`src/endpoint_pkg.sv`:
```
// constants shared by the endpoint block and its fifo
// assumes a single 40 mhz sys_clk that also serves as the endpoint clock
package endpoint_pkg;
    // ****************************************
    // bus widths
    // ****************************************
    localparam int CTRL_W = 31;
    localparam int RET_W = 17;
    localparam int WORD_W = 16;
    localparam int TRIG_W = 16;
    localparam int LEVEL_W = 4;
    // ****************************************
    // control bus and return bus field positions
    // ****************************************
    localparam int TRIG_LSB = 0;
    localparam int ADDR_LSB = 16;
    localparam int ADDR_W = 8;
    localparam int PIPE_REQ_BIT = 24;
    localparam int BT_REQ_BIT = 25;
    localparam int BUF_REQ_BIT = 26;
    localparam int ACK_BIT = 16;
    // ****************************************
    // endpoint addresses and sizes
    // ****************************************
    localparam logic [7:0] PIPE_ADDR = 8'ha0;
    localparam logic [7:0] BT_ADDR = 8'ha1;
    localparam logic [7:0] BUF_ADDR = 8'ha2;
    localparam int FIFO_DEPTH = 8;
    localparam int LEVEL_STEPS = 16;
    localparam logic [3:0] BLOCK_WORDS = 4'h8;
    localparam logic [15:0] EMPTY_WORD = 16'h0000;
endpackage

```
`src/fifo_if.sv`:
```
// signal bundle between the endpoint top and its word fifo
// both ends sit on sys_clk
`timescale 1ns/100ps
interface fifo_if;
    logic push;
    logic push_ready;
    logic [endpoint_pkg::WORD_W-1:0] push_data;
    logic pop;
    logic pop_valid;
    logic [endpoint_pkg::WORD_W-1:0] pop_data;
    logic full;
    logic empty;
    logic [endpoint_pkg::LEVEL_W-1:0] level;
    modport store (input push, push_data, pop, output push_ready, pop_valid, pop_data,
        full, empty, level);
    modport user (output push, push_data, pop, input push_ready, pop_valid, pop_data,
        full, empty, level);
endinterface

```
`src/host_endpoint_trigger_pipe_out.sv`:
```
// trigger-in, plain pipe-out, block pipe-out and buffered pipe-out endpoints
// assumes host control bus comes from another clock; user logic is on sys_clk
`timescale 1ns/100ps
// Function
// - triggers retimed into the endpoint clock
// - sixteen independent trigger bits
// - one fetch pulse per requested plain or block pipe word
// - push below full stores word, advances write position
// - full flag when fifo holds eight
// - empty flag when fifo holds none
// - four-bit fill level in sixteenths
// - control taken from 31-bit host bus
// - answers returned on 17-bit bus
module host_endpoint_trigger_pipe_out (
    input wire logic sys_clk,
    input wire logic reset,
    input wire logic [30:0] host_ctrl_bus,
    output logic [16:0] endpoint_return_bus,
    output logic [15:0] host_trigger_bits,
    input wire logic [15:0] pipe_word_in,
    output logic pipe_word_fetch,
    input wire logic [15:0] block_word_in,
    output logic block_word_fetch,
    output logic block_begin_pulse,
    input wire logic block_data_ready,
    input wire logic [15:0] fifo_word_in,
    input wire logic fifo_push,
    output logic fifo_full_flag,
    output logic fifo_empty_flag,
    output logic [3:0] fifo_fill_level
);
    typedef enum logic [2:0] {st_idle, st_wait_ready, st_settle, st_take, st_drain} reply_e;

    logic [30:0] sync1;
    logic [30:0] sync2;
    logic [30:0] sync3;
    logic [30:0] ctrl;
    logic [30:0] ctrl_prev;
    logic [30:0] ctrl_change;
    logic [7:0] endpoint_address;
    logic pipe_req;
    logic bt_req;
    logic buf_req;
    reply_e state;
    logic from_block;
    logic [3:0] block_left;
    fifo_if fb();

    // ****************************************
    // control bus crossing
    // ****************************************
    // three stages; a bit counts only once stages two and three agree
    always_ff @(posedge sys_clk)
    begin
        if (reset)
        begin
            sync1 <= '0;
            sync2 <= '0;
            sync3 <= '0;
            ctrl <= '0;
            ctrl_prev <= '0;
        end
        else
        begin
            sync1 <= host_ctrl_bus;
            sync2 <= sync1;
            sync3 <= sync2;
            ctrl <= (sync2 & ~(sync2 ^ sync3)) | (ctrl & (sync2 ^ sync3));
            ctrl_prev <= ctrl;
        end
    end

    assign ctrl_change = ctrl ^ ctrl_prev;
    assign endpoint_address = ctrl[endpoint_pkg::ADDR_LSB +: endpoint_pkg::ADDR_W];
    assign pipe_req = ctrl_change[endpoint_pkg::PIPE_REQ_BIT] &&
        endpoint_address == endpoint_pkg::PIPE_ADDR;
    assign bt_req = ctrl_change[endpoint_pkg::BT_REQ_BIT] &&
        endpoint_address == endpoint_pkg::BT_ADDR;
    assign buf_req = ctrl_change[endpoint_pkg::BUF_REQ_BIT] &&
        endpoint_address == endpoint_pkg::BUF_ADDR;

    // ****************************************
    // trigger outputs
    // ****************************************
    // host toggles a line per trigger, so events survive the crossing
    for (genvar i = 0; i < endpoint_pkg::TRIG_W; i++)
    begin : g_trig
        always_ff @(posedge sys_clk)
        begin
            if (reset)
            begin
                host_trigger_bits[i] <= 1'b0;
            end
            else
            begin
                host_trigger_bits[i] <= ctrl_change[endpoint_pkg::TRIG_LSB + i];
            end
        end
    end

    // ****************************************
    // buffered pipe fifo
    // ****************************************
    assign fb.push = fifo_push;
    assign fb.push_data = fifo_word_in;
    assign fb.pop = state == st_drain && fb.pop_valid;

    word_fifo #(
        .WIDTH(endpoint_pkg::WORD_W),
        .DEPTH(endpoint_pkg::FIFO_DEPTH)
    ) u_fifo (
        .sys_clk(sys_clk),
        .reset(reset),
        .f(fb)
    );

    assign fifo_full_flag = fb.full;
    assign fifo_empty_flag = fb.empty;
    assign fifo_fill_level = fb.level;

    // ****************************************
    // request and reply sequencer
    // ****************************************
    // one request at a time; a request landing while busy is dropped
    always_ff @(posedge sys_clk)
    begin
        if (reset)
        begin
            state <= st_idle;
            from_block <= 1'b0;
            block_left <= '0;
            pipe_word_fetch <= 1'b0;
            block_word_fetch <= 1'b0;
            block_begin_pulse <= 1'b0;
            endpoint_return_bus <= '0;
        end
        else
        begin
            pipe_word_fetch <= 1'b0;
            block_word_fetch <= 1'b0;
            block_begin_pulse <= 1'b0;
            unique case (state)
                st_idle:
                begin
                    if (pipe_req)
                    begin
                        pipe_word_fetch <= 1'b1;
                        from_block <= 1'b0;
                        state <= st_settle;
                    end
                    else if (bt_req && block_left == '0)
                    begin
                        state <= st_wait_ready;
                    end
                    else if (bt_req)
                    begin
                        block_word_fetch <= 1'b1;
                        block_left <= block_left - 1'b1;
                        from_block <= 1'b1;
                        state <= st_settle;
                    end
                    else if (buf_req)
                    begin
                        state <= st_drain;
                    end
                end
                st_wait_ready:
                begin
                    // a block starts only when the user can feed all of it
                    if (block_data_ready)
                    begin
                        block_begin_pulse <= 1'b1;
                        block_word_fetch <= 1'b1;
                        block_left <= endpoint_pkg::BLOCK_WORDS - 1'b1;
                        from_block <= 1'b1;
                        state <= st_settle;
                    end
                end
                st_settle:
                begin
                    // user word only lands in the cycle after the fetch pulse
                    state <= st_take;
                end
                st_take:
                begin
                    endpoint_return_bus[15:0] <= from_block ? block_word_in : pipe_word_in;
                    endpoint_return_bus[endpoint_pkg::ACK_BIT] <=
                        !endpoint_return_bus[endpoint_pkg::ACK_BIT];
                    state <= st_idle;
                end
                st_drain:
                begin
                    // an empty fifo answers with a zero word
                    endpoint_return_bus[15:0] <= fb.pop_valid ? fb.pop_data :
                        endpoint_pkg::EMPTY_WORD;
                    endpoint_return_bus[endpoint_pkg::ACK_BIT] <=
                        !endpoint_return_bus[endpoint_pkg::ACK_BIT];
                    state <= st_idle;
                end
            endcase
        end
    end

    // ****************************************
    // checks
    // ****************************************
    property p_fetch_one;
        @(posedge sys_clk) disable iff (reset)
        pipe_word_fetch |=> !pipe_word_fetch;
    endproperty
    a_fetch_one: assert property (p_fetch_one) else $error("fetch longer than a cycle");

    property p_word_next;
        @(posedge sys_clk) disable iff (reset)
        pipe_word_fetch |=> ##1 endpoint_return_bus[15:0] == $past(pipe_word_in);
    endproperty
    a_word_next: assert property (p_word_next) else $error("word not taken after fetch");

    property p_trig_cause;
        @(posedge sys_clk) disable iff (reset)
        host_trigger_bits != 16'h0000 |-> $past(ctrl_change[15:0]) == host_trigger_bits;
    endproperty
    a_trig_cause: assert property (p_trig_cause) else $error("trigger without cause");

    property p_trig_sync;
        @(posedge sys_clk) disable iff (reset)
        sync2[0] == sync3[0] && sync2[0] != ctrl[0] |=> ctrl[0] == $past(sync2[0]);
    endproperty
    a_trig_sync: assert property (p_trig_sync) else $error("trigger crossing stuck");

    property p_begin_ready;
        @(posedge sys_clk) disable iff (reset)
        block_begin_pulse |-> block_word_fetch && $past(block_data_ready);
    endproperty
    a_begin_ready: assert property (p_begin_ready) else $error("block began unready");

    property p_reply_ack;
        @(posedge sys_clk) disable iff (reset)
        (pipe_word_fetch || block_word_fetch) |=> ##1 $changed(endpoint_return_bus[16]);
    endproperty
    a_reply_ack: assert property (p_reply_ack) else $error("no reply toggle");

    property p_empty_level;
        @(posedge sys_clk) disable iff (reset)
        fifo_empty_flag |-> fifo_fill_level == 4'h0 && !fifo_full_flag;
    endproperty
    a_empty_level: assert property (p_empty_level) else $error("empty with level");

    property p_full_level;
        @(posedge sys_clk) disable iff (reset)
        fifo_full_flag |-> fifo_fill_level == 4'hf && !fifo_empty_flag;
    endproperty
    a_full_level: assert property (p_full_level) else $error("full level wrong");
endmodule

```
`src/word_fifo.sv`:
```
// word fifo with registered read data and registered status
// assumes push and pop come from logic on sys_clk
`timescale 1ns/100ps
module word_fifo #(
    parameter int WIDTH = 16,
    parameter int DEPTH = 8
) (
    input wire logic sys_clk,
    input wire logic reset,
    fifo_if.store f
);
    localparam int AW = $clog2(DEPTH);
    logic [WIDTH-1:0] mem [DEPTH];
    logic [AW-1:0] wr_ptr;
    logic [AW-1:0] rd_ptr;
    logic [AW:0] count;
    logic do_push;
    logic do_pop;
    logic [AW:0] next_count;
    logic [7:0] scaled;

    // a push into a full fifo is dropped, the word is lost
    assign do_push = f.push && (count < (AW+1)'(DEPTH));
    assign do_pop = f.pop && (count != '0);
    assign next_count = count + (AW+1)'(do_push) - (AW+1)'(do_pop);
    assign scaled = 8'((32'(next_count) * endpoint_pkg::LEVEL_STEPS) / DEPTH);
    assign f.push_ready = !f.full;
    assign f.pop_valid = !f.empty;

    // ****************************************
    // storage
    // ****************************************
    always_ff @(posedge sys_clk)
    begin
        if (do_push)
        begin
            mem[wr_ptr] <= f.push_data;
        end
        f.pop_data <= mem[rd_ptr];
    end

    // ****************************************
    // pointers and status
    // ****************************************
    always_ff @(posedge sys_clk)
    begin
        if (reset)
        begin
            wr_ptr <= '0;
            rd_ptr <= '0;
            count <= '0;
            f.full <= 1'b0;
            f.empty <= 1'b1;
            f.level <= '0;
        end
        else
        begin
            if (do_push)
            begin
                wr_ptr <= wr_ptr + 1'b1;
            end
            if (do_pop)
            begin
                rd_ptr <= rd_ptr + 1'b1;
            end
            count <= next_count;
            f.full <= next_count == (AW+1)'(DEPTH);
            f.empty <= next_count == '0;
            // top step saturates: a full fifo reads as fifteen sixteenths
            f.level <= (scaled > 8'h0f) ? 4'hf : scaled[3:0];
        end
    end

    property p_full_blocks;
        @(posedge sys_clk) disable iff (reset)
        f.full && f.push && !f.pop |=> f.full && $stable(wr_ptr);
    endproperty
    a_full_blocks: assert property (p_full_blocks) else $error("push into full fifo");

    property p_push_moves;
        @(posedge sys_clk) disable iff (reset)
        f.push && !f.full |=> wr_ptr == $past(wr_ptr) + 1'b1 && !f.empty;
    endproperty
    a_push_moves: assert property (p_push_moves) else $error("push did not advance");
endmodule

```
`config.mk`:
```
export PLATFORM = sky130hd
export DESIGN_NAME = host_endpoint_trigger_pipe_out
export DESIGN_NICKNAME = d
export VERILOG_FILES = /design/src/endpoint_pkg.sv /design/src/fifo_if.sv /design/src/host_endpoint_trigger_pipe_out.sv /design/src/word_fifo.sv
export SDC_FILE = /design/constraint.sdc
export NUM_CORES = 1
export LEC_CHECK = 0
export BUFFER_PORTS_ARGS = -buffer_cell sky130_fd_sc_hd__buf_4
export CORE_MARGIN = 10
export CORE_UTILIZATION = 55
export DETAILED_ROUTE_END_ITERATION = 10
export PLACE_DENSITY = 0.73
export SLEW_MARGIN = 15
export SYNTH_ARGS = -nofsm -noshare
export SYNTH_HDL_FRONTEND = slang
export SYNTH_SLANG_ARGS = --single-unit
```
`constraint.sdc`:
```
create_clock -name sys_clk -period 5.65 [get_ports sys_clk]
set_clock_uncertainty 0.15 [all_clocks]
set_input_delay 0.565 -clock sys_clk [delete_from_list [all_inputs] [get_ports sys_clk]]
set_output_delay 0.565 -clock sys_clk [all_outputs]
set_load 0.01 [all_outputs]
```
### Yosys cells after proc, flatten, opt, wreduce, memory -nomap -nowiden

Memories as Yosys holds them, arrays and structs flattened. A register that Yosys moved wholly into a read port is not among the register bits.
Index checks and enable logic that the tools add are counted.

| operators by class | value |
|---|---|
| $add $sub $neg | 5 |
| magnitude comparators | 2 |
| eq/ne operators | 15 |
| multiplexer cells | 28 |
| bitwise gates (word level) | 8 |
| reduce and logical (&&, ||, !) cells | 21 |

Operators with widths:

| kind | number |
|---|---|
| AND 31 bit | 2 |
| one-hot mux 17 bit (2 select lines) | 1 |
| two-way mux 16 bit | 2 |
| NOT 31 bit | 1 |
| bitwise OR 31 bit | 1 |
| XOR 31 bit | 1 |
| XOR 27 bit | 1 |
| equality test 8 bit (second input constant) | 3 |
| two-way mux 4 bit | 5 |
| two-way mux 3 bit | 5 |
| one-hot mux 3 bit (4 select lines) | 1 |
| two-way mux 1 bit | 11 |
| zero test 4 bit | 2 |
| != test 2 bit (second input constant) | 4 |
| one-hot mux 4 bit (2 select lines) | 1 |
| logical AND 1 bit | 7 |
| adder 3 x 1 -> 3 bit (second input constant) | 2 |
| equality test 3 x 2 -> 1 bit (second input constant) | 2 |
| != test 3 bit (second input constant) | 2 |
| OR reduction 2 bit | 3 |
| greater-than comparator 5 x 4 -> 1 bit (second input constant) | 1 |
| != test 5 bit (second input constant) | 1 |
| AND reduction 5 bit | 1 |
| adder 4 x 1 -> 4 bit | 1 |
| other kinds (14) | 18 |

| word-level totals | value |
|---|---|
| register bits | 211 |
| bits in writable memories | 128 |
| output and inout port bits | 42 |
| logic and storage cells | 114 |
| memories | 1 |

Memories:

| memory | depth | width | rd ports | clocked after memory_dff | write ports | RTL line | source |
|---|---|---|---|---|---|---|---|
| u_fifo.mem | 8 | 16 | 1 | 1 | 1 | word_fifo.sv:13 | `logic [WIDTH-1:0] mem [DEPTH];` |

### Longest topological paths before layout

Gate-level depths: netlist of the first run.

| logic depth | value |
|---|---|
| depth after elaboration | 7 |
| gate-level depth with buffers | 12 |
| gate-level depth less buffers | 12 |

### Hierarchy

Synthesis of the first run repeated with hierarchy kept, for this count alone.

| unflattened totals | value |
|---|---|
| cells, all modules | 851 |
| area total of the unflattened synthesis | 11802.6 µm² |

By module, submodules not included:

| module | times used | cells each | area an instance (µm²) |
|---|---|---|---|
| word_fifo | 1 | 287 | 5994.5 |
| host_endpoint_trigger_pipe_out | 1 | 564 | 5808.1 |

### Worst setup path after synthesis of the first run

OpenSTA, ideal clock, no wires.

| path | value |
|---|---|
| path type | register to register |
| start | register state[0] |
| end | register u_fifo.f.full |
| setup time | 78 ps |
| arrival | 2526 ps |
| required time | 5422 ps |
| setup slack | 2896 ps |
| cell stages (with the launch flop) | 13 |
| period minus slack after synthesis | 2754 ps |
| path through | dfxtp_1 > buf_6 > or3b_1 > buf_4 > nor3_4 > ha_1 > inv_1 > ha_1 > inv_1 > fa_1 > xor2_1 > nand3_1 > nor3_1 |

| between the ends | value |
|---|---|
| longest elaborated chain between the ends | 5 |

Ends and longest elaborated chain:

| element | RTL line | source |
|---|---|---|
| start, declared | host_endpoint_trigger_pipe_out.sv:44 | `reply_e state;` |
| start signal, assigned | host_endpoint_trigger_pipe_out.sv:129 | `state <= st_idle;` |
| start signal, assigned | host_endpoint_trigger_pipe_out.sv:149 | `state <= st_settle;` |
| start signal, assigned | host_endpoint_trigger_pipe_out.sv:153 | `state <= st_wait_ready;` |
| equality test 3 bit | host_endpoint_trigger_pipe_out.sv:106 | `assign fb.pop = state == st_drain && fb.pop_valid;` |
| logical AND 1 bit | host_endpoint_trigger_pipe_out.sv:106 |  |
| logical AND 1 bit | word_fifo.sv:24 | `assign do_pop = f.pop && (count != '0);` |
| named net u_fifo.do_pop | word_fifo.sv:18 | `logic do_pop;` |
| subtractor 4 x 1 -> 4 bit | word_fifo.sv:25 | `assign next_count = count + (AW+1)'(do_push) - (AW+1)'(do_pop);` |
| equality test 4 bit | word_fifo.sv:67 | `f.full <= next_count == (AW+1)'(DEPTH);` |
| end signal, assigned | word_fifo.sv:67 |  |
| end, declared | fifo_if.sv:15 | `full, empty, level);` |

The timed path passes the listed nets, and every way through them passes these cells.
A chain may end at the register's enable or synchronous reset.

### Final worst setup path of the first run

| path | value |
|---|---|
| start | register state[2] |
| end | register u_fifo.f.full |

The elaborated chain is that of the path after synthesis.

==> results of run 1 <==
[how the worst max path moves through the flow]
stage / slack [ps] / end / cells past startpoint
2_1_floorplan: 2900 / u_fifo.f.full$_SDFF_PP0_ / 12
3_3_place_gp: 2250 / u_fifo.f.full$_SDFF_PP0_ / 11
3_5_place_dp: 2220 / u_fifo.f.full$_SDFF_PP0_ / 11
4_1_cts: 2200 / u_fifo.f.full$_SDFF_PP0_ / 11
5_1_grt: 1900 / u_fifo.f.full$_SDFF_PP0_ / 11
6_report: 2220 / u_fifo.f.full$_SDFF_PP0_ / 11
[cell usage after synthesis, types with 2 or more instances]
cell	count
nand3_1	7
inv_1	12
mux2_2	16
nand2_1	51
nor2b_1	103
mux4_2	32
dfxtp_1	202
a21oi_1	68
clkbuf_1	31
buf_4	2
nor3_1	4
nand2b_1	6
o21ai_0	47
ha_1	8
edfxtp_1	128
xor2_1	4
mux2i_1	20
xnor2_1	21
nor3b_1	18
and4_1	2
nor2_1	43
buf_6	5
buf_2	9
a41o_1	2
[final cells by class]
class / instances / area [sq um]
repair buffers: 123 / 927
fillers: 1571 / 7160
inverters: 12 / 45.0
clock inverters: 6 / 68.8
flip-flops and latches: 330 / 7890
well taps: 275 / 344
clock buffers: 54 / 987
multi-input cells: 482 / 3600
[cells by family after synthesis]
logic type | after synthesis | synth area share, %
buf+inv | 60 | 2.40
compound gates | 132 | 6.22
fa+ha+maj | 9 | 1.02
xor+xnor | 26 | 2.00
flops | 330 | 67.2
mux | 68 | 9.38
simple gates | 247 | 11.7
[through the flow]
step	utilization, %	total power [W]	setup WS, ps	instance area, sq um
after floorplan	-	0.00289	2900	11700
after detailed placement	60.9	0.00305	2220	12800
after global routing	66.0	0.00527	1900	13900
after global placement	60.9	0.00304	2250	12800
after CTS	65.9	0.00512	2200	13900
final	66.0	0.00506	2220	13900
[layer usage]
metal  GRT usage (%)  up-vias
met5               0        -
met4            4.16        2
met3            3.74       36
met2            24.2      157
met1            19.9     3171
li1                -     3297
[registers in the layout, indices dropped and copies added, names as in the netlist, 3 cells and up, named ones only]
register             count
block_left               4
ctrl_prev               19
endpoint_return_bus     17
host_trigger_bits       16
state                    3
sync1                   27
sync2                   27
sync3                   27
u_fifo.count             3
u_fifo.f.level           4
u_fifo.f.pop_data       16
u_fifo.mem             128
u_fifo.rd_ptr            3
u_fifo.wr_ptr            3
[cells in the final DEF, fill, tap and decap left out, types with 3 or more instances in the layout]
| cell type | synthesis | final |
|---|---|---|
| mux2i_1 | 20 | 20 |
| inv_1 | 12 | 12 |
| xnor2_1 | 21 | 21 |
| dfxtp_1 | 202 | 200 |
| nor2b_1 | 103 | 103 |
| nor2_1 | 43 | 36 |
| buf_4 | 2 | 122 |
| nand2b_1 | 6 | 6 |
| nor3_4 | 1 | 3 |
| clkbuf_1 | 31 | 15 |
| nor3b_1 | 18 | 18 |
| nand2_1 | 51 | 51 |
| nor2_2 | 0 | 7 |
| mux2_2 | 16 | 16 |
| ha_1 | 8 | 8 |
| edfxtp_1 | 128 | 128 |
| mux4_2 | 32 | 32 |
| nand3_1 | 7 | 7 |
| xor2_1 | 4 | 4 |
| o21ai_0 | 47 | 47 |
| a21oi_1 | 68 | 68 |
| clkbuf_8 | 0 | 4 |
| clkbuf_16 | 0 | 35 |
[power groups by stage]
stage	clock network [W]	logic, W	registers [W]
2_1_floorplan	0	0.000215	0.00268
4_1_cts	0.00212	0.000340	0.00266
3_3_place_gp	0	0.000335	0.00271
3_5_place_dp	0	0.000338	0.00271
6_report	0.00207	0.000332	0.00266
5_1_grt	0.00222	0.000373	0.00267
==> results by group, run 1 <==
Worst setup path
  – CP Buf/Inv Count: 3
  – CP Data Required Time: 5920 ps
  – Crit-path max cell delay: 840 ps
  – FF-to-FF setup slack: 2220 ps
  – Critical path peak fanout: 27
  – RR Endpoint: u_fifo.f.full$_SDFF_PP0_
  – FF-to-FF path depth: 11
  – RR Startpoint: state[2]$_SDFFE_PP0P_
  – Setup crit start kind: flop
  – Worst-path cell chain: or3b_1, buf_4, nor3_4, ha_1, inv_1, ha_1, inv_1, fa_1, xor2_1, nand3_1, nor3_1
  – CP Class: flop to flop
  – Element type at the critical path end: flop
  – Worst EP arrival: 3710 ps
  – Worst path top cell family by delay: simple AND/OR/NAND/NOR gates
  – Slowest cell on crit path: dfxtp_1
  – Worst setup path startpoint: state[2]$_SDFFE_PP0P_

Synth
  – Synthesis Warnings: 0
  – Synthesized area: 11700 sq um
  – Area leader, netlist: dfxtp_1
  – Yosys cell types: 55
  – Syn nets: 964
  – Post-synth EDFFs: 128
  – Syn Inst Count: 872
  – Synth area leaders: dfxtp_1 34%, edfxtp_1 33%, mux4_2 6.1%
  – Synth Area per Inst: 13.5 sq um
  – Ys async rst share: 0%
  – Register area share after synthesis: 67.2%
  – Ys flop type: dfxtp_1
  – Number of synthesized register bits: 330
  – Yosys top cell area share: 34.5%

Global routing
  – Total track usage: 15.1%
  – Via count of the first global-routing pass: 6517
  – Gr ovfl total: 0
  – Initial antenna violation count: 2
  – Largest net degree at the start of global routing: 124
  – First-pass GRT wire length: 34300 um

Power
  – NetSw: 0.00110 W
  – Switching share of total power: 21.6%
  – Comb power frac: 6.6%
  – Power Density: 365 nW/um^2
  – Worst IR Drop VDD: 274 uV
  – Cell internal pwr: 0.00396 W
  – Seq pwr share: 52.6%
  – Clk pwr share: 40.9%
  – P_leak: 4.91 nW

Timing
  – Max Clock Freq: 0.291 GHz
  – TNS Setup: 0 ps
  – Slew HR: 29.5%
  – RSZ-0062 raised after global routing: false
  – Hold Vio Cnt, Final: 0
  – Setup violators final: 0
  – Slew Limit Fails: 0
  – Crit path time final: 3430 ps
  – Period utilization: 60.8%
  – Worst-Margin Slew: 1060 ps
  – Min Hold Slack: 124 ps

Final layout
  – Antenna Cells: 0
  – Post-Layout Cell Count: 1282
  – Layout cell share with drive strength beyond 1: 23.5%
  – Synth-to-Final Area Change: 18.2%
  – Final nets: 1076

Route
  – Top layer in use: met5
  – Vias: 6663
  – Vias per cell: 5.20
  – WL/cell: 16.6 um
  – Met1 Routed Length: 9450 um
  – Routed WL: 21300 um
  – Initial DRC count: 398
  – Met2 Routed Length: 10100 um
  – DRT Pass-1 Iters: 4
  – DRC Markers: 0
  – Antenna-violating nets left: 0
  – Met3 wire length: 1350 um

Floorplanning
  – Die ar.: 27600 sq um
  – I/O pin cnt: 125
  – Rows: 53
  – Initial Utilization: 55.8%
  – Die Wd: 166 um
  – Core Area: 21000 sq um
  – Die Y: 166 um

Clocking
  – CTS Buffer Depth: 3
  – CTS sink count: 330
  – Htree depth: 2
  – CTS tree: done
  – CTS Root Cell: clkbuf_16
  – CTS clk-pin slew, worst paths: 60 ps
  – Number of buffers created by CTS: 35
  – Post-CTS setup buffer count: 0
  – Clk_lat worst skew: 520 ps
  – Post-CTS Resized: 0
  – CTS hold repair buffers: 0

Worst hold path
  – HP Class: input pin to flop
  – Hold Path Stages: 2
  – Worst Hold Launch: host_ctrl_bus[18]
  – WHS Endpoint: sync1[18]$_SDFF_PP0_

Place
  – Placed cells: 1222
  – DP Wirelength: 13400 um
  – Routability congestion estimate: 0.772
  – I/O Buffers: 120

Flow run
  – Max-cap violations: 0

Outcome
  – Status: complete, no violations
Note: power is estimated with default switching activity, not from simulation.
==> inputs of run 2 (changes only) <==
--- a/config.mk
+++ b/config.mk
@@ -5,9 +5,10 @@
 export SDC_FILE = /design/constraint.sdc
 export NUM_CORES = 1
 export LEC_CHECK = 0
+export ABC_AREA = 1
 export BUFFER_PORTS_ARGS = -buffer_cell sky130_fd_sc_hd__buf_4
 export CORE_MARGIN = 10
-export CORE_UTILIZATION = 55
+export CORE_UTILIZATION = 52
 export DETAILED_ROUTE_END_ITERATION = 10
 export PLACE_DENSITY = 0.73
 export SLEW_MARGIN = 15
==> constraint.sdc (replaced) <==
create_clock -name sys_clk -period 2.75 [get_ports sys_clk]
set_clock_uncertainty 0.15 [all_clocks]
set_input_delay 0.275 -clock sys_clk [delete_from_list [all_inputs] [get_ports sys_clk]]
set_output_delay 0.275 -clock sys_clk [all_outputs]
set_load 0.01 [all_outputs]
==> run 2 against run 1 <==
  * Register-to-register slack got worse by 2000 ps
  * Largest cell class unchanged
  * Non-clock buffer count rose by 81
  * Critical path depth rose by 5
  * Global-route usage rose by 1.8 points
  * Sequential power rose by 100%
  * Critical path type unchanged
  * Worst setup slack got worse by 2000 ps
==> results by group, run 2 <==
Clocking
  – Htree depth: 2 (unchanged)
  – Clk_lat worst skew: 510 ps (about the same)
  – CTS Root Cell: clkbuf_16
  – CTS sink count: 330 (unchanged)
  – CTS clk-pin slew, worst paths: 60 ps (about the same)
  – Number of buffers created by CTS: 34 (-2.9%)
  – CTS Buffer Depth: 3 (unchanged)
  – CTS tree: done

Power
  – Switching share of total power: 21.6% (-0.056 points)
  – Worst IR Drop VDD: 570 uV (+110%)
  – NetSw: 0.00231 W (+110%)
  – P_leak: 5.95 nW (+21%)
  – Comb power frac: 7.3% (+0.7 points)
  – Power Total: 0.0107 W (+110%)
  – Power Density: 724 nW/um^2 (+98%)
  – Clk pwr share: 42.3% (+1.4 points)
  – Seq pwr share: 50.4% (-2.2 points)
  – Cell internal pwr: 0.00839 W (+110%)

Floorplanning
  – Core Area: 22500 sq um (+7.0%)
  – I/O pin cnt: 125 (unchanged)
  – Die Y: 171 um (+2.9%)
  – Die Wd: 171 um (+2.9%)
  – Die ar.: 29200 sq um (+5.8%)
  – Rows: 55 (+3.8%)
  – Initial Utilization: 52.6% (-3.2 points)

Global routing
  – Most Crowded Layer GR: met2
  – First-pass GRT wire length: 39600 um (+15%)
  – M1 GR Usage: 21.1% (+1.1 points)
  – M2 GR Usage: 28.5% (+4.3 points)
  – Total track usage: 16.9% (+1.8 points)
  – Gr ovfl total: 0 (unchanged)
  – M3 GR Usage: 3.99% (+0.25 points)
  – Largest net degree at the start of global routing: 132 (+6.5%)
  – Initial antenna violation count: 2 (unchanged)
  – Via count of the first global-routing pass: 7906 (+21%)

Place
  – I/O Buffers: 120 (unchanged)
  – Routability congestion estimate: 0.785 (+1.8%)
  – DP Wirelength: 15300 um (+14%)
  – Placed Instance Area: 13000 sq um (+1.8%)
  – Placed cells: 1547 (+27%)

Final layout
  – Layout cell share with drive strength beyond 1: 16.6% (-7.0 points)
  – Commonest cells after routing, fill and taps aside: 269 x nor2_1, 202 x dfxtp_1, 142 x buf_4
  – Final nets: 1451 (+35%)
  – Most common library cell in the layout ignoring fill and taps: nor2_1
  – Most flops, register: u_fifo.mem
  – Max reg flops: 128 (unchanged)
  – Finished Cell Area: 14800 sq um (+6.6%)
  – Synth-to-Final Area Change: 24.9%
  – Post-Layout Cell Count: 1669 (+30%)

Route
  – WL/cell: 15.1 um (-9.0%)
  – Initial DRC count: 517 (+30%)
  – DRT Pass-1 Iters: 5 (+1)
  – Vias per cell: 4.94 (-5.0%)
  – Routed WL: 25200 um (+18%)
  – DRC Markers: 0 (unchanged)
  – Antenna-violating nets left: 0 (unchanged)
  – Vias: 8239 (+24%)

Synth
  – Most common cell in the netlist: nor2_1
  – Post-synth EDFFs: 128 (unchanged)
  – Ys flop type: dfxtp_1
  – Yosys top cell area share: 34.2% (-0.28 points)
  – Area leader, netlist: dfxtp_1
  – Ys async rst share: 0% (unchanged)
  – Synth Area per Inst: 10.1 sq um (-25%)
  – Number of synthesized register bits: 330 (unchanged)
  – Syn Inst Count: 1171 (+34%)
  – Ranking of synthesized cells by instance count: 269 x nor2_1, 202 x dfxtp_1, 136 x inv_1
  – Synthesized area: 11800 sq um (+0.82%)
  – Yosys cell types: 31 (-44%)
  – Synth area leaders: dfxtp_1 34%, edfxtp_1 32%, nor2_1 8.5%
  – Syn nets: 1263 (+31%)
  – Synthesis Warnings: 0 (unchanged)
  – Register area share after synthesis: 66.7% (-0.55 points)

Worst setup path
  – FF-to-FF path depth: 16 (+5)
  – FF-to-FF setup slack: 220 ps (-1990 ps)
  – CP Data Required Time: 2990 ps (-2930 ps)
  – Setup crit start kind: flop
  – Critical path peak fanout: 4 (-85%)
  – CP Class: flop to flop
  – RR Endpoint: u_fifo.f.empty$_SDFF_PP1_
  – RR Startpoint: u_fifo.f.level[0]$_SDFF_PP0_
  – Element type at the critical path end: flop
  – Worst EP arrival: 2760 ps (-950 ps)

Timing
  – Slew Limit Fails: 0 (unchanged)
  – Period utilization: 91.8% (+31 points)
  – Worst-Margin Slew: 618 ps (-438 ps)
  – TNS Setup: 0 ps (unchanged)
  – Min Hold Slack: 15.0 ps (-109 ps)
  – Max Clock Freq: 0.396 GHz (+36%)
  – RSZ-0062 raised after global routing: false
  – Setup violators final: 0 (unchanged)
  – Crit path time final: 2530 ps (-908 ps)
  – Slew HR: 58.8% (+29 points)
  – Hold Vio Cnt, Final: 0 (unchanged)

Worst hold path
  – Hold Path Stages: 4 (+2)
  – Worst Hold Launch: pipe_word_in[11]
  – HP Class: input pin to flop
  – WHS Endpoint: endpoint_return_bus[11]$_SDFFE_PP0P_

Outcome
  – Status: complete, no violations

Flow run
  – Max-cap violations: 0 (unchanged)
run 2: cell count changes after synthesis, sizes merged, moves of 20 or more:
cell,previous run,this run
nor2,43,271
nor2b,103,0
a21oi,68,39
mux2i,20,0
o32ai,1,32
nand2,52,115
inv,12,142
o21ai,48,85
mux4,32,0
run 2: area by class of cell:
class	instances	area, sq um
diodes	1	2.50
clock buffers	44	951
clock inverters	16	173
fillers	1720	7730
inverters	143	537
multi-input cells	646	3160
flip-flops and latches	330	7890
well taps	285	357
repair buffers	204	1710
run 2: layer usage:
layer | up-vias | wire length (um)
li1 | 4189 | -
met1 | 3797 | 11000
met2 | 208 | 12100
met3 | 43 | 1570
met4 | 2 | 509
met5 | - | 9
run 2: timing repair:
item                                    CTS  global route
hold buffers                             60             0
endpoints found under the setup margin    0             1
gates resized for setup                   0             3
endpoints found under the hold margin   173             0
setup buffers                             0             1
run 2: power groups by stage:
stage	Sequential, W	Clock, W	Combinational (W)
after floorplan	0.00550	0	0.000370
after global placement	0.00550	0	0.000674
after detailed placement	0.00550	0	0.000693
after CTS	0.00539	0.00461	0.000770
after global routing	0.00541	0.00482	0.000863
final	0.00540	0.00453	0.000776
run 2: worst max path at each step:
stage	from	endpoint	slack (ps)
floorplan	state[1]$_SDFFE_PP0P_	u_fifo.f.empty$_SDFF_PP1_	340
global placement	u_fifo.f.level[0]$_SDFF_PP0_	u_fifo.f.empty$_SDFF_PP1_	270
detailed placement	u_fifo.f.level[0]$_SDFF_PP0_	u_fifo.f.empty$_SDFF_PP1_	210
CTS	state[1]$_SDFFE_PP0P_	u_fifo.f.empty$_SDFF_PP1_	190
global route	u_fifo.f.level[0]$_SDFF_PP0_	u_fifo.f.empty$_SDFF_PP1_	40
finish	u_fifo.f.level[0]$_SDFF_PP0_	u_fifo.f.empty$_SDFF_PP1_	220
run 2: critical path, stage by stage, from the launching register on:
cell and delay (ps):
dfxtp_1 310, inv_1 80, ha_2 170, nand3_1 100
nand2_2 110, inv_2 60, ha_1 280, inv_1 60
ha_1 170, inv_1 60, fa_2 360, xnor2_1 160
inv_1 80, nand3_1 90, nand2_1 50, nand2_1 80
inv_1 40
run 2: kinds of logic after synthesis:
| kind of cell | after synthesis | synth area share [%] |
|---|---|---|
| xor gates and xnor gates | 20 | 1.48 |
| adders and majority gates | 9 | 1.02 |
| DFF | 330 | 66.7 |
| and+or+nand+nor | 429 | 14.7 |
| buffers and inverters | 195 | 6.66 |
| AOI/OAI and AO/OA | 188 | 9.48 |
run 2: stage by stage:
stage	utilization [%]	setup slack, ps
finish	65.7	225
CTS	65.6	190
global route	65.7	38.7
detailed placement	57.9	207
floorplan	-	341
global placement	57.9	266
